===== config.mk =====
export PLATFORM = sky130hd
export DESIGN_NAME = tpsi_status_irq_regs
export DESIGN_NICKNAME = d
export VERILOG_FILES = /design/src/design/tpsi_pkg.sv /design/src/design/tpsi_event_latch.sv /design/src/design/tpsi_settle_tracker.sv /design/src/design/tpsi_status_irq_regs.sv
export SDC_FILE = /design/constraint.sdc
export NUM_CORES = 1
export LEC_CHECK = 0
export ABC_AREA = 0
export ABC_CLOCK_PERIOD_IN_PS = 1100
export BUFFER_PORTS_ARGS = -buffer_cell sky130_fd_sc_hd__buf_4
export CAP_MARGIN = 40
export CORE_MARGIN = 5
export CORE_UTILIZATION = 40
export CTS_BUF_LIST = sky130_fd_sc_hd__clkbuf_8
export DETAILED_ROUTE_END_ITERATION = 10
export HOLD_SLACK_MARGIN = 0.08
export MAX_ROUTING_LAYER = met4
export PLACE_DENSITY_LB_ADDON = 0.3
export SLEW_MARGIN = 0
export SYNTH_ARGS = -nofsm -noshare
export SYNTH_HDL_FRONTEND = slang
export SYNTH_HIERARCHICAL = 1
export SYNTH_SLANG_ARGS = --single-unit

===== constraint.sdc =====
create_clock -name core_clk -period 1.1 [get_ports core_clk]
set_input_delay 0.275 -clock core_clk [delete_from_list [all_inputs] [get_ports core_clk]]
set_output_delay 0.275 -clock core_clk [all_outputs]
set_load 0.02 [all_outputs]

===== src/design/tpsi_pkg.sv =====
package tpsi_pkg;

  // register port addresses
  localparam logic [7:0] ADDR_SW_RESET   = 8'h0C;
  localparam logic [7:0] ADDR_SETTLE_SOP = 8'h3D;
  localparam logic [7:0] ADDR_PD_IRQ     = 8'h3E;

  // reset values and unmapped read value
  localparam logic [7:0] RST_SETTLE_SOP  = 8'h00;
  localparam logic [7:0] RST_PD_IRQ      = 8'h00;
  localparam logic [7:0] RD_UNMAPPED     = 8'h00;

  // software reset register field
  localparam int unsigned SW_RESET_BIT   = 0;

  // settle/sop status fields
  localparam int unsigned SETTLE_LSB     = 3;
  localparam int unsigned SETTLE_MSB     = 5;
  localparam int unsigned DBLPRIME_DBG_BIT = 2;
  localparam int unsigned PRIME_DBG_BIT  = 1;
  localparam int unsigned PLAIN_SOP_BIT  = 0;

  // settle-state codes
  localparam logic [2:0] SETTLE_RUNNING  = 3'h0;
  localparam logic [2:0] SETTLE_SRC1     = 3'h1;
  localparam logic [2:0] SETTLE_SRC2     = 3'h2;
  localparam logic [2:0] SETTLE_SNK1     = 3'h5;
  localparam logic [2:0] SETTLE_SNK2     = 3'h6;
  localparam logic [2:0] SETTLE_AUDIO    = 3'h7;

  // interrupt bit positions
  localparam int unsigned IRQ_OVERCURRENT_HEAT  = 7;
  localparam int unsigned IRQ_TOGGLE_FINISHED   = 6;
  localparam int unsigned IRQ_SOFTRESET_FAILED  = 5;
  localparam int unsigned IRQ_RETRIES_EXHAUSTED = 4;
  localparam int unsigned IRQ_HARDRESET_SENT    = 3;
  localparam int unsigned IRQ_TX_ACKNOWLEDGED   = 2;
  localparam int unsigned IRQ_SOFTRESET_RX      = 1;
  localparam int unsigned IRQ_HARDRESET_RX      = 0;

  // start-of-packet type codes on the receive commit port
  typedef enum logic [2:0] {
    SOP_PLAIN        = 3'h0,
    SOP_PRIME        = 3'h1,
    SOP_DBLPRIME     = 3'h2,
    SOP_PRIME_DBG    = 3'h3,
    SOP_DBLPRIME_DBG = 3'h4
  } tpsi_sop_t;

  // toggle settle tracker states
  typedef enum logic [6:0] {
    TS_IDLE  = 7'h01,
    TS_RUN   = 7'h02,
    TS_SRC1  = 7'h04,
    TS_SRC2  = 7'h08,
    TS_SNK1  = 7'h10,
    TS_SNK2  = 7'h20,
    TS_AUDIO = 7'h40
  } tpsi_settle_state_t;

endpackage


===== src/design/tpsi_event_latch.sv =====
`timescale 1ns/1ns
module tpsi_event_latch (
  input  wire logic       core_clk,
  input  wire logic       rstSyncN,
  input  wire logic       swReset,
  input  wire logic [7:0] setEvents,
  input  wire logic       clrStrobe,
  input  wire logic [7:0] clrBits,
  output logic      [7:0] flags_ff
);

  logic [7:0] nxt_flags;

  // set wins over clear so an event landing on the read is kept
  always_comb begin
    nxt_flags = flags_ff;
    if (clrStrobe) begin
      nxt_flags = nxt_flags & ~clrBits;
    end
    nxt_flags = nxt_flags | setEvents;
  end

  always_ff @(posedge core_clk or negedge rstSyncN) begin
    if (!rstSyncN) begin
      flags_ff <= tpsi_pkg::RST_PD_IRQ;
    end else if (swReset) begin
      flags_ff <= tpsi_pkg::RST_PD_IRQ;
    end else begin
      flags_ff <= nxt_flags;
    end
  end

endmodule


===== src/design/tpsi_settle_tracker.sv =====
`timescale 1ns/1ns
module tpsi_settle_tracker (
  input  wire logic       core_clk,
  input  wire logic       rstSyncN,
  input  wire logic       swReset,
  input  wire logic       toggleEnable,
  input  wire logic       halt_source_line1,
  input  wire logic       halt_source_line2,
  input  wire logic       halt_sink_line1,
  input  wire logic       halt_sink_line2,
  input  wire logic       audioAccessory,
  output logic      [2:0] settleCode_ff,
  output logic            toggleFinished
);

  tpsi_pkg::tpsi_settle_state_t state_ff;
  tpsi_pkg::tpsi_settle_state_t nxt_state;
  logic [2:0]                   nxt_settleCode;

  always_comb begin
    nxt_state = state_ff;
    case (state_ff)
      tpsi_pkg::TS_IDLE: begin
        if (toggleEnable) begin
          nxt_state = tpsi_pkg::TS_RUN;
        end
      end
      tpsi_pkg::TS_RUN: begin
        if (!toggleEnable) begin
          nxt_state = tpsi_pkg::TS_IDLE;
        end else if (audioAccessory && halt_source_line1) begin
          nxt_state = tpsi_pkg::TS_AUDIO;
        end else if (halt_source_line1) begin
          nxt_state = tpsi_pkg::TS_SRC1;
        end else if (halt_source_line2) begin
          nxt_state = tpsi_pkg::TS_SRC2;
        end else if (halt_sink_line1) begin
          nxt_state = tpsi_pkg::TS_SNK1;
        end else if (halt_sink_line2) begin
          nxt_state = tpsi_pkg::TS_SNK2;
        end
      end
      default: begin
        // settled: held until software stops toggling
        if (!toggleEnable) begin
          nxt_state = tpsi_pkg::TS_IDLE;
        end
      end
    endcase
  end

  always_comb begin
    case (nxt_state)
      tpsi_pkg::TS_SRC1:  nxt_settleCode = tpsi_pkg::SETTLE_SRC1;
      tpsi_pkg::TS_SRC2:  nxt_settleCode = tpsi_pkg::SETTLE_SRC2;
      tpsi_pkg::TS_SNK1:  nxt_settleCode = tpsi_pkg::SETTLE_SNK1;
      tpsi_pkg::TS_SNK2:  nxt_settleCode = tpsi_pkg::SETTLE_SNK2;
      tpsi_pkg::TS_AUDIO: nxt_settleCode = tpsi_pkg::SETTLE_AUDIO;
      default:            nxt_settleCode = tpsi_pkg::SETTLE_RUNNING;
    endcase
  end

  always_ff @(posedge core_clk or negedge rstSyncN) begin
    if (!rstSyncN) begin
      state_ff <= tpsi_pkg::TS_IDLE;
    end else if (swReset) begin
      state_ff <= tpsi_pkg::TS_IDLE;
    end else begin
      state_ff <= nxt_state;
    end
  end

  always_ff @(posedge core_clk or negedge rstSyncN) begin
    if (!rstSyncN) begin
      settleCode_ff <= tpsi_pkg::SETTLE_RUNNING;
    end else if (swReset) begin
      settleCode_ff <= tpsi_pkg::SETTLE_RUNNING;
    end else begin
      settleCode_ff <= nxt_settleCode;
    end
  end

  // one pulse when the run ends on a detected attach
  assign toggleFinished = (state_ff == tpsi_pkg::TS_RUN) && (nxt_state != tpsi_pkg::TS_RUN)
                          && (nxt_state != tpsi_pkg::TS_IDLE) && !swReset;

endmodule


===== src/design/tpsi_status_irq_regs.sv =====
`timescale 1ns/1ns
module tpsi_status_irq_regs (
  input  wire logic       core_clk,
  input  wire logic       rst_n,
  input  wire logic [7:0] regAddr,
  input  wire logic       regRdEn,
  input  wire logic       regWrEn,
  input  wire logic [7:0] regWrData,
  output logic      [7:0] regRdData,
  output logic            regRdValid,
  input  wire logic       toggleEnable,
  input  wire logic       halt_source_line1,
  input  wire logic       halt_source_line2,
  input  wire logic       halt_sink_line1,
  input  wire logic       halt_sink_line2,
  input  wire logic       audioAccessory,
  input  wire logic       rxCommit,
  input  wire logic [2:0] rxSopType,
  input  wire logic       overCurrentEvent,
  input  wire logic       overTempEvent,
  input  wire logic       softResetFailEvent,
  input  wire logic       retryFailEvent,
  input  wire logic       hardResetSentEvent,
  input  wire logic       txAckEvent,
  input  wire logic       softResetRxEvent,
  input  wire logic       hardResetRxEvent,
  input  wire logic [7:0] irqMask,
  output logic            software_reset_cmd,
  output logic            intN
);

  logic       rstMeta_ff;
  logic       rstSyncN_ff;
  logic       swReset_ff;
  logic       nxt_swReset;
  logic [2:0] settleCode;
  logic       toggleFinished;
  logic [2:0] sopFlags_ff;
  logic [7:0] irqEvents;
  logic [7:0] irqFlags;
  logic [7:0] statusWord;
  logic [7:0] nxt_rdData;
  logic       irqReadClear;
  logic [7:0] regRdData_ff;
  logic       regRdValid_ff;

  // receive sop type to the three status flags
  function automatic logic [2:0] sopToFlags(input logic [2:0] sopType);
    logic [2:0] f;
    f = 3'h0;
    if (sopType == tpsi_pkg::SOP_DBLPRIME_DBG) begin
      f[tpsi_pkg::DBLPRIME_DBG_BIT] = 1'b1;
    end else if (sopType == tpsi_pkg::SOP_PRIME_DBG) begin
      f[tpsi_pkg::PRIME_DBG_BIT] = 1'b1;
    end else if (sopType == tpsi_pkg::SOP_PLAIN) begin
      f[tpsi_pkg::PLAIN_SOP_BIT] = 1'b1;
    end
    return f;
  endfunction

  // reset release through two flops
  always_ff @(posedge core_clk or negedge rst_n) begin
    if (!rst_n) begin
      rstMeta_ff  <= 1'b0;
      rstSyncN_ff <= 1'b0;
    end else begin
      rstMeta_ff  <= 1'b1;
      rstSyncN_ff <= rstMeta_ff;
    end
  end

  // software reset command from a write to the reset register
  assign nxt_swReset = regWrEn && (regAddr == tpsi_pkg::ADDR_SW_RESET)
                       && regWrData[tpsi_pkg::SW_RESET_BIT];

  always_ff @(posedge core_clk or negedge rstSyncN_ff) begin
    if (!rstSyncN_ff) begin
      swReset_ff <= 1'b0;
    end else begin
      swReset_ff <= nxt_swReset;
    end
  end

  assign software_reset_cmd = swReset_ff;

  tpsi_settle_tracker u_settle (
    .core_clk          (core_clk),
    .rstSyncN          (rstSyncN_ff),
    .swReset           (swReset_ff),
    .toggleEnable      (toggleEnable),
    .halt_source_line1 (halt_source_line1),
    .halt_source_line2 (halt_source_line2),
    .halt_sink_line1   (halt_sink_line1),
    .halt_sink_line2   (halt_sink_line2),
    .audioAccessory    (audioAccessory),
    .settleCode_ff     (settleCode),
    .toggleFinished    (toggleFinished)
  );

  // last packet committed to the receive fifo decides the sop flags
  always_ff @(posedge core_clk or negedge rstSyncN_ff) begin
    if (!rstSyncN_ff) begin
      sopFlags_ff <= 3'h0;
    end else if (swReset_ff) begin
      sopFlags_ff <= 3'h0;
    end else if (rxCommit) begin
      sopFlags_ff <= sopToFlags(rxSopType);
    end
  end

  always_comb begin
    statusWord = tpsi_pkg::RST_SETTLE_SOP;
    statusWord[tpsi_pkg::SETTLE_MSB:tpsi_pkg::SETTLE_LSB] = settleCode;
    statusWord[tpsi_pkg::DBLPRIME_DBG_BIT] = sopFlags_ff[tpsi_pkg::DBLPRIME_DBG_BIT];
    statusWord[tpsi_pkg::PRIME_DBG_BIT]    = sopFlags_ff[tpsi_pkg::PRIME_DBG_BIT];
    statusWord[tpsi_pkg::PLAIN_SOP_BIT]    = sopFlags_ff[tpsi_pkg::PLAIN_SOP_BIT];
  end

  always_comb begin
    irqEvents = 8'h00;
    irqEvents[tpsi_pkg::IRQ_OVERCURRENT_HEAT]  = overCurrentEvent | overTempEvent;
    irqEvents[tpsi_pkg::IRQ_TOGGLE_FINISHED]   = toggleFinished;
    irqEvents[tpsi_pkg::IRQ_SOFTRESET_FAILED]  = softResetFailEvent;
    irqEvents[tpsi_pkg::IRQ_RETRIES_EXHAUSTED] = retryFailEvent;
    irqEvents[tpsi_pkg::IRQ_HARDRESET_SENT]    = hardResetSentEvent;
    irqEvents[tpsi_pkg::IRQ_TX_ACKNOWLEDGED]   = txAckEvent;
    irqEvents[tpsi_pkg::IRQ_SOFTRESET_RX]      = softResetRxEvent;
    irqEvents[tpsi_pkg::IRQ_HARDRESET_RX]      = hardResetRxEvent;
  end

  assign irqReadClear = regRdEn && (regAddr == tpsi_pkg::ADDR_PD_IRQ);

  tpsi_event_latch u_irq (
    .core_clk  (core_clk),
    .rstSyncN  (rstSyncN_ff),
    .swReset   (swReset_ff),
    .setEvents (irqEvents),
    .clrStrobe (irqReadClear),
    .clrBits   (irqFlags),
    .flags_ff  (irqFlags)
  );

  // register read decode
  always_comb begin
    if (regAddr == tpsi_pkg::ADDR_SETTLE_SOP) begin
      nxt_rdData = statusWord;
    end else if (regAddr == tpsi_pkg::ADDR_PD_IRQ) begin
      nxt_rdData = irqFlags;
    end else begin
      nxt_rdData = tpsi_pkg::RD_UNMAPPED;
    end
  end

  always_ff @(posedge core_clk or negedge rstSyncN_ff) begin
    if (!rstSyncN_ff) begin
      regRdData_ff <= 8'h00;
    end else if (regRdEn) begin
      regRdData_ff <= nxt_rdData;
    end
  end

  always_ff @(posedge core_clk or negedge rstSyncN_ff) begin
    if (!rstSyncN_ff) begin
      regRdValid_ff <= 1'b0;
    end else begin
      regRdValid_ff <= regRdEn;
    end
  end

  assign regRdData  = regRdData_ff;
  assign regRdValid = regRdValid_ff;

  assign intN = ~(|(irqFlags & ~irqMask));

endmodule


# Word level (Yosys, flattened, before mapping)
# Cells that the tools add are included.
[word_totals] reg_bits=33 output_inout_bits=11 wordCells=64 in_bits=46
[classes] n_bitwise=7 n_eq_ne=14 mux=23 n_reduce_logical=11
[ops] op="$mux 7" count=9
[ops] op="$mux 8" count=4
[ops] op="$and 8x8->8" count=2
[ops] op="$eq 8x6->1 const B" count=2
[ops] op="$not 8->8" count=2
[ops] op="$pmux 3 s5" count=1
[ops] op="$pmux 7 s2" count=1
[ops] op="$mux 3" count=3
[ops] op="$eq 8x4->1 const B" count=1
[ops] op="$or 8x8->8" count=1
[ops] op="$reduce_or 8->1" count=1
[ops] op="$eq 7x1->1 const B" count=1
[ops] op="$eq 7x2->1 const B" count=1
[ops] op="$eq 7x3->1 const B" count=1
[ops] op="$eq 7x4->1 const B" count=1
[ops] op="$eq 7x5->1 const B" count=1
[ops] op="$eq 7x6->1 const B" count=1
[ops] op="$eq 7x7->1 const B" count=1
[ops] op="$logic_and 1x1->1" count=7
[ops] op="$ne 7x1->1 const B" count=1
[ops] op="$ne 7x2->1 const B" count=1
[ops] op="$mux 1" count=4
[ops] op="$eq 3x2->1 const B" count=1
[ops] op="$eq 3x3->1 const B" count=1
[ops] op="other kinds (6)" count=6

# Depth between registers and ports, before layout
[logic_depth] ltp_word=13 ltp_mapped=6 depth_no_buf=6

# Modules after synthesis
# Netlist, hierarchy kept.
[modules_own_cells] module="tpsi_status_irq_regs" area_each_um2=728.2 n_inst=1 seq_area_each_um2=375.4 cells_per_inst=73
[modules_own_cells] module="tpsi_settle_tracker" area_each_um2=659.4 n_inst=1 seq_area_each_um2=251.5 cells_per_inst=66
[modules_own_cells] module="tpsi_event_latch" area_each_um2=402.9 n_inst=1 seq_area_each_um2=200.2 cells_per_inst=34

# Worst setup path after synthesis
# OpenSTA, ideal clock, no wires.
[synth_path] path_kind="reg2reg" from="register u_settle.state_ff[4]" to="register u_settle.settleCode_ff[2]" arrival_ns=1.908 synth_period_minus_slack_ns=1.981 n_path_buf=0 t_required_ns=1.027 path_slack_ns=-0.881 setup_ns=0.073 stages_incl_launch_ff=6 cell_sequence="dfrtp_1 > or3_4 > or4b_4 > a2111oi_4 > nand3_2 > a21oi_2"
[synth_between] elab_chain_len=10 elab_cells_between_ends=18 cone_classes="eq/ne (7); mux (11)"
[synth_rtl] element="from (decl)" line_no="tpsi_settle_tracker.sv:16" source="tpsi_pkg::tpsi_settle_state_t state_ff;"
[synth_rtl] element="from (signal assigned)" line_no="tpsi_settle_tracker.sv:65" source="state_ff <= tpsi_pkg::TS_IDLE;"
[synth_rtl] element="from (signal assigned)" line_no="tpsi_settle_tracker.sv:67" source="state_ff <= tpsi_pkg::TS_IDLE;"
[synth_rtl] element="from (signal assigned)" line_no="tpsi_settle_tracker.sv:69" source="state_ff <= nxt_state;"
[synth_rtl] element="$mux 7" line_no="tpsi_settle_tracker.sv:39" source="end else if (halt_sink_line2) begin"
[synth_rtl] element="$mux 7" line_no="tpsi_settle_tracker.sv:37" source="end else if (halt_sink_line1) begin"
[synth_rtl] element="$mux 7" line_no="tpsi_settle_tracker.sv:35" source="end else if (halt_source_line2) begin"
[synth_rtl] element="$mux 7" line_no="tpsi_settle_tracker.sv:33" source="end else if (halt_source_line1) begin"
[synth_rtl] element="$mux 7" line_no="tpsi_settle_tracker.sv:31" source="end else if (audioAccessory && halt_source_line1) begin"
[synth_rtl] element="$mux 7" line_no="tpsi_settle_tracker.sv:29" source="if (!toggleEnable) begin"
[synth_rtl] element="$pmux 7 s2 (*)" line_no="tpsi_settle_tracker.sv:22" source="case (state_ff)"
[synth_rtl] element="$eq 7x7->1 (tied with other cells)" line_no="tpsi_settle_tracker.sv:53" source="case (nxt_state)"
[synth_rtl] element="$pmux 3 s5 (*)" line_no="tpsi_settle_tracker.sv:53"
[synth_rtl] element="$mux 3 (*)" line_no="tpsi_settle_tracker.sv:76" source="end else if (swReset) begin"
[synth_rtl] element="to (signal assigned)" line_no="tpsi_settle_tracker.sv:75" source="settleCode_ff <= tpsi_pkg::SETTLE_RUNNING;"
[synth_rtl] element="to (signal assigned)" line_no="tpsi_settle_tracker.sv:77" source="settleCode_ff <= tpsi_pkg::SETTLE_RUNNING;"
[synth_rtl] element="to (signal assigned)" line_no="tpsi_settle_tracker.sv:79" source="settleCode_ff <= nxt_settleCode;"
[synth_rtl] element="to (decl)" line_no="tpsi_settle_tracker.sv:12" source="output logic [2:0] settleCode_ff,"
# Every way passes the cells marked *; elsewhere a longest branch is shown, timed or not.
# A chain may end at the register's enable or synchronous reset.

# Worst setup path in the final report
[layout_path] from="register u_settle.state_ff[2]" to="register u_settle.settleCode_ff[0]"
# The elaborated chain is that of the path after synthesis.

==> run_results.csv <==
group,metric,value,unit
cells_and_area,final_layout_size_suffix_gt1_share,56.6,%
detailed_routing,dr.pass1.iters,4,
setup_path,cpPeakStageDelay,0.56,ns
global_routing,grt_pass1_vias,1792,
global_routing,antenna_found_initial,0,
clocking,clock_sinks,33,
floorplan,die_w,76.9,um
clocking,clkLatencyLatePin,0.28,ns
place,routabilityCongestion,0.871,
global_routing,grt_remaining_overflow,0,
detailed_routing,drt_iter0_drc,57,
timing,setup_viol,15,
hold_path,holdCritPathClass,"reg2async",
timing,fin_crit_sh,186,%
power,p_total,3.12,mW
clocking,clock_path_buffers,2,
synthesis,synth_area_leaders,"dfrtp_1 (45%), a311oi_2 (6.7%), inv_1 (5.0%)",
setup_path,crit_arrival,2.22,ns
floorplan,die_area,0.00591,sq mm
synthesis,synth_seq_cells,33,
timing,hold_viol,0,
setup_path,crit_path_end_kind,"flop",
setup_path,crit_path_max_fanout,6,
detailed_routing,vias,1711,
clocking,h-tree-depth,2,
place,place_area,0.00252,sq mm
synthesis,synth-edff-count,0,
setup_path,cp_slowest_cell,"or4b_4",
cells_and_area,final_common_cell,"buf_4",
floorplan,core,0.00435,sq mm
power,leakagePower,1.39,nW
floorplan,io_pins,57,
timing,fmax,488,MHz
clocking,root_buffer,"clkbuf_8",
timing,period_minus_slack,2.05,ns
synthesis,avgSynthCellArea,10.3,sq um
synthesis,yosysTopAreaCell,"dfrtp_1",
setup_path,regToRegStartpoint,"u_settle/state_ff[2]",
synthesis,yosys_most_used_dff,"dfrtp_1",
detailed_routing,drt_wl_total,5.10,mm
clocking,numCtsBuffers,5,
global_routing,grt_pass1_wl,8.17,mm
setup_path,reg2regPathDepth,5,
setup_path,reg2reg_to,"u_settle/settleCode_ff[0]",
global_routing,globalRouteTotalUtil,17.6,%
floorplan,die_y,76.9,um
cells_and_area,layout_common_cells,"buf_4 (83), dfrtp_1 (32), inv_1 (21)",
setup_path,timing_worst_setup_path_type,"reg2reg",
detailed_routing,antenna_left,0,
setup_path,crit_required,1.27,ns
synthesis,synth-seq-area-share,46.2,%
cells_and_area,antenna_cells,0,
timing,skew,0.00611,ns
power,power_per_cell_area,1070,mW/mm^2
setup_path,crit_path_frequent_cell,"o211a_1",
synthesis,yosysWarnings,6,
synthesis,async_reset_ff_share,100,%
place,place_ws,-0.931,ns
synthesis,synth_area,0.00179,sq mm
floorplan,placementRows,24,
detailed_routing,vias_per_cell,5.17,
synthesis,synth_top_cell_area_share,44.7,%
detailed_routing,post_drt_wl_per_cell,15.4,um
global_routing,grt_max_degree,26,
place,numPortBuffers,49,
job,cap_violations,0,
place,post-dp-hpwl,3.79,mm
outcome,failed_checks,"setup timing",
setup_path,startpoint_type,"flop",
timing,worst_pin_slew,0.684,ns
setup_path,crit_family,"simple AND/OR/NAND/NOR gates",
timing,fin_tns_setup,-8.37,ns
synthesis,synth_nets,219,
outcome,status,"finished with violations",
timing,slew_headroom,54.0,%
timing,drv_slew,0,
setup_path,path_cells,"or4b_4 -> nor4_4 -> a21oi_1 -> o211a_1 -> o211a_1",
detailed_routing,drc,0,
power,irDropWorstVdd,0.726,mV
cells_and_area,area_delta_synth_final,62.9,%
cells_and_area,final_nets,324,
synthesis,netlist_instances,173,
timing,rsz0062_at_grt,"yes",
timing,fin_ws,-0.951,ns
setup_path,path_buf_inv,0,
clocking,clk_pin_slew,0.06,ns
floorplan,start_util,41.1,%
synthesis,synth.distinct_cells,46,
setup_path,reg2reg_slack,-0.95,ns
cells_and_area,fin_area,0.00292,sq mm
clocking,cts_tree,"built",
-- report_power, final --
| group | internal (mW) | switching (mW) | leakage (nW) |
|---|---|---|---|
| registers | 1.26 | 0.0363 | 0.407 |
| logic | 0.376 | 0.298 | 0.921 |
| clock network | 0.729 | 0.418 | 0.0626 |
-- flip-flops by register name, summed over array words and instances, names as in the netlist --
| name | cells |
|---|---|
| regRdData | 8 |
| u_irq/flags_ff | 8 |
| u_settle/state_ff | 7 |
| sopFlags_ff | 3 |
| u_settle/settleCode_ff | 3 |
| regRdValid | 1 |
| rstMeta_ff | 1 |
| rstSyncN_ff | 1 |
| software_reset_cmd | 1 |
-- through the flow --
step	cells	utilization, %	hold WS (ns)
final	331	67.0	0.132
after global routing	331	67.0	0.162
after CTS	320	62.8	0.147
after detailed placement	309	58.0	0.0584
after global placement	309	58.0	0.0583
after floorplan	173	-	-0.0206
-- worst max path at each step --
stage	start	slack, ns	endpoint	cells after the start
6_report	u_settle/state_ff[2]	-0.95	u_settle/settleCode_ff[0]	5
5_1_grt	u_settle/state_ff[2]	-1.05	u_settle/settleCode_ff[0]	5
4_1_cts	u_settle/state_ff[2]	-0.91	u_settle/settleCode_ff[2]	5
3_5_place_dp	halt_sink_line1	-0.93	u_settle/settleCode_ff[1]	6
3_3_place_gp	u_settle/state_ff[2]	-0.86	u_settle/settleCode_ff[2]	5
2_1_floorplan	u_settle/state_ff[0]	-0.82	u_settle/settleCode_ff[0]	5
-- cells by family (layout without fill, tap and decap cells) --
family	Yosys count	after routing	synth area share, %
and+or+nand+nor	59	59	21.5
AOI/OAI and AO/OA	49	49	23.9
DFF	33	33	46.2
buffers and inverters	29	135	7.13
muxes	2	2	1.12
other	1	1	0.209
-- area by class of cell --
type	instances	area, sq um
well taps	52	65.1
clock inverters	2	33.8
multi-input cells	111	958
inverters	24	90.1
fillers	325	1440
flip-flops and latches	33	827
clock buffers	6	82.6
repair buffers	103	860
-- routing by layer --
metal	share of wire [%]	vias up	wire [um]	GRT usage, %
met4	2.0	0	104	7.69
met3	5.5	11	280	5.27
met1	40	814	2030	19.0
li1	-	837	-	-
met2	53	49	2680	29.6
met5	0	-	0	-
-- worst register-to-register path, delay by kind of cell, from the launching register on --
kind             cells  cell delay, ns
AND/OR/NAND/NOR      2            0.88
AO/OA/AOI/OAI        3            0.65
flip-flops           1            0.41
-- Yosys cell counts, types with 2 or more instances --
cell type / number
o22ai_1: 10
dfrtp_1: 32
o22ai_2: 2
nor3b_1: 2
nor3_1: 2
a22oi_1: 6
mux2i_1: 2
o21ai_0: 3
nor4_1: 4
o211a_1: 2
or4b_4: 2
nand2b_1: 5
nor2b_1: 6
buf_6: 2
buf_2: 2
a21oi_1: 8
nand2_1: 8
a311oi_2: 8
inv_1: 24
nor2_1: 17
-- what timing repair did --
action                                  4_1_cts  5_1_grt
gates cloned                                  0        0
buffers inserted                              3       12
resized for setup                            16       27
hold endpoints to repair                      2        0
pin swaps                                     1       11
hold buffers                                  1        0
endpoints found under the setup margin       21       26
Note: power is estimated with default switching activity, not from simulation.
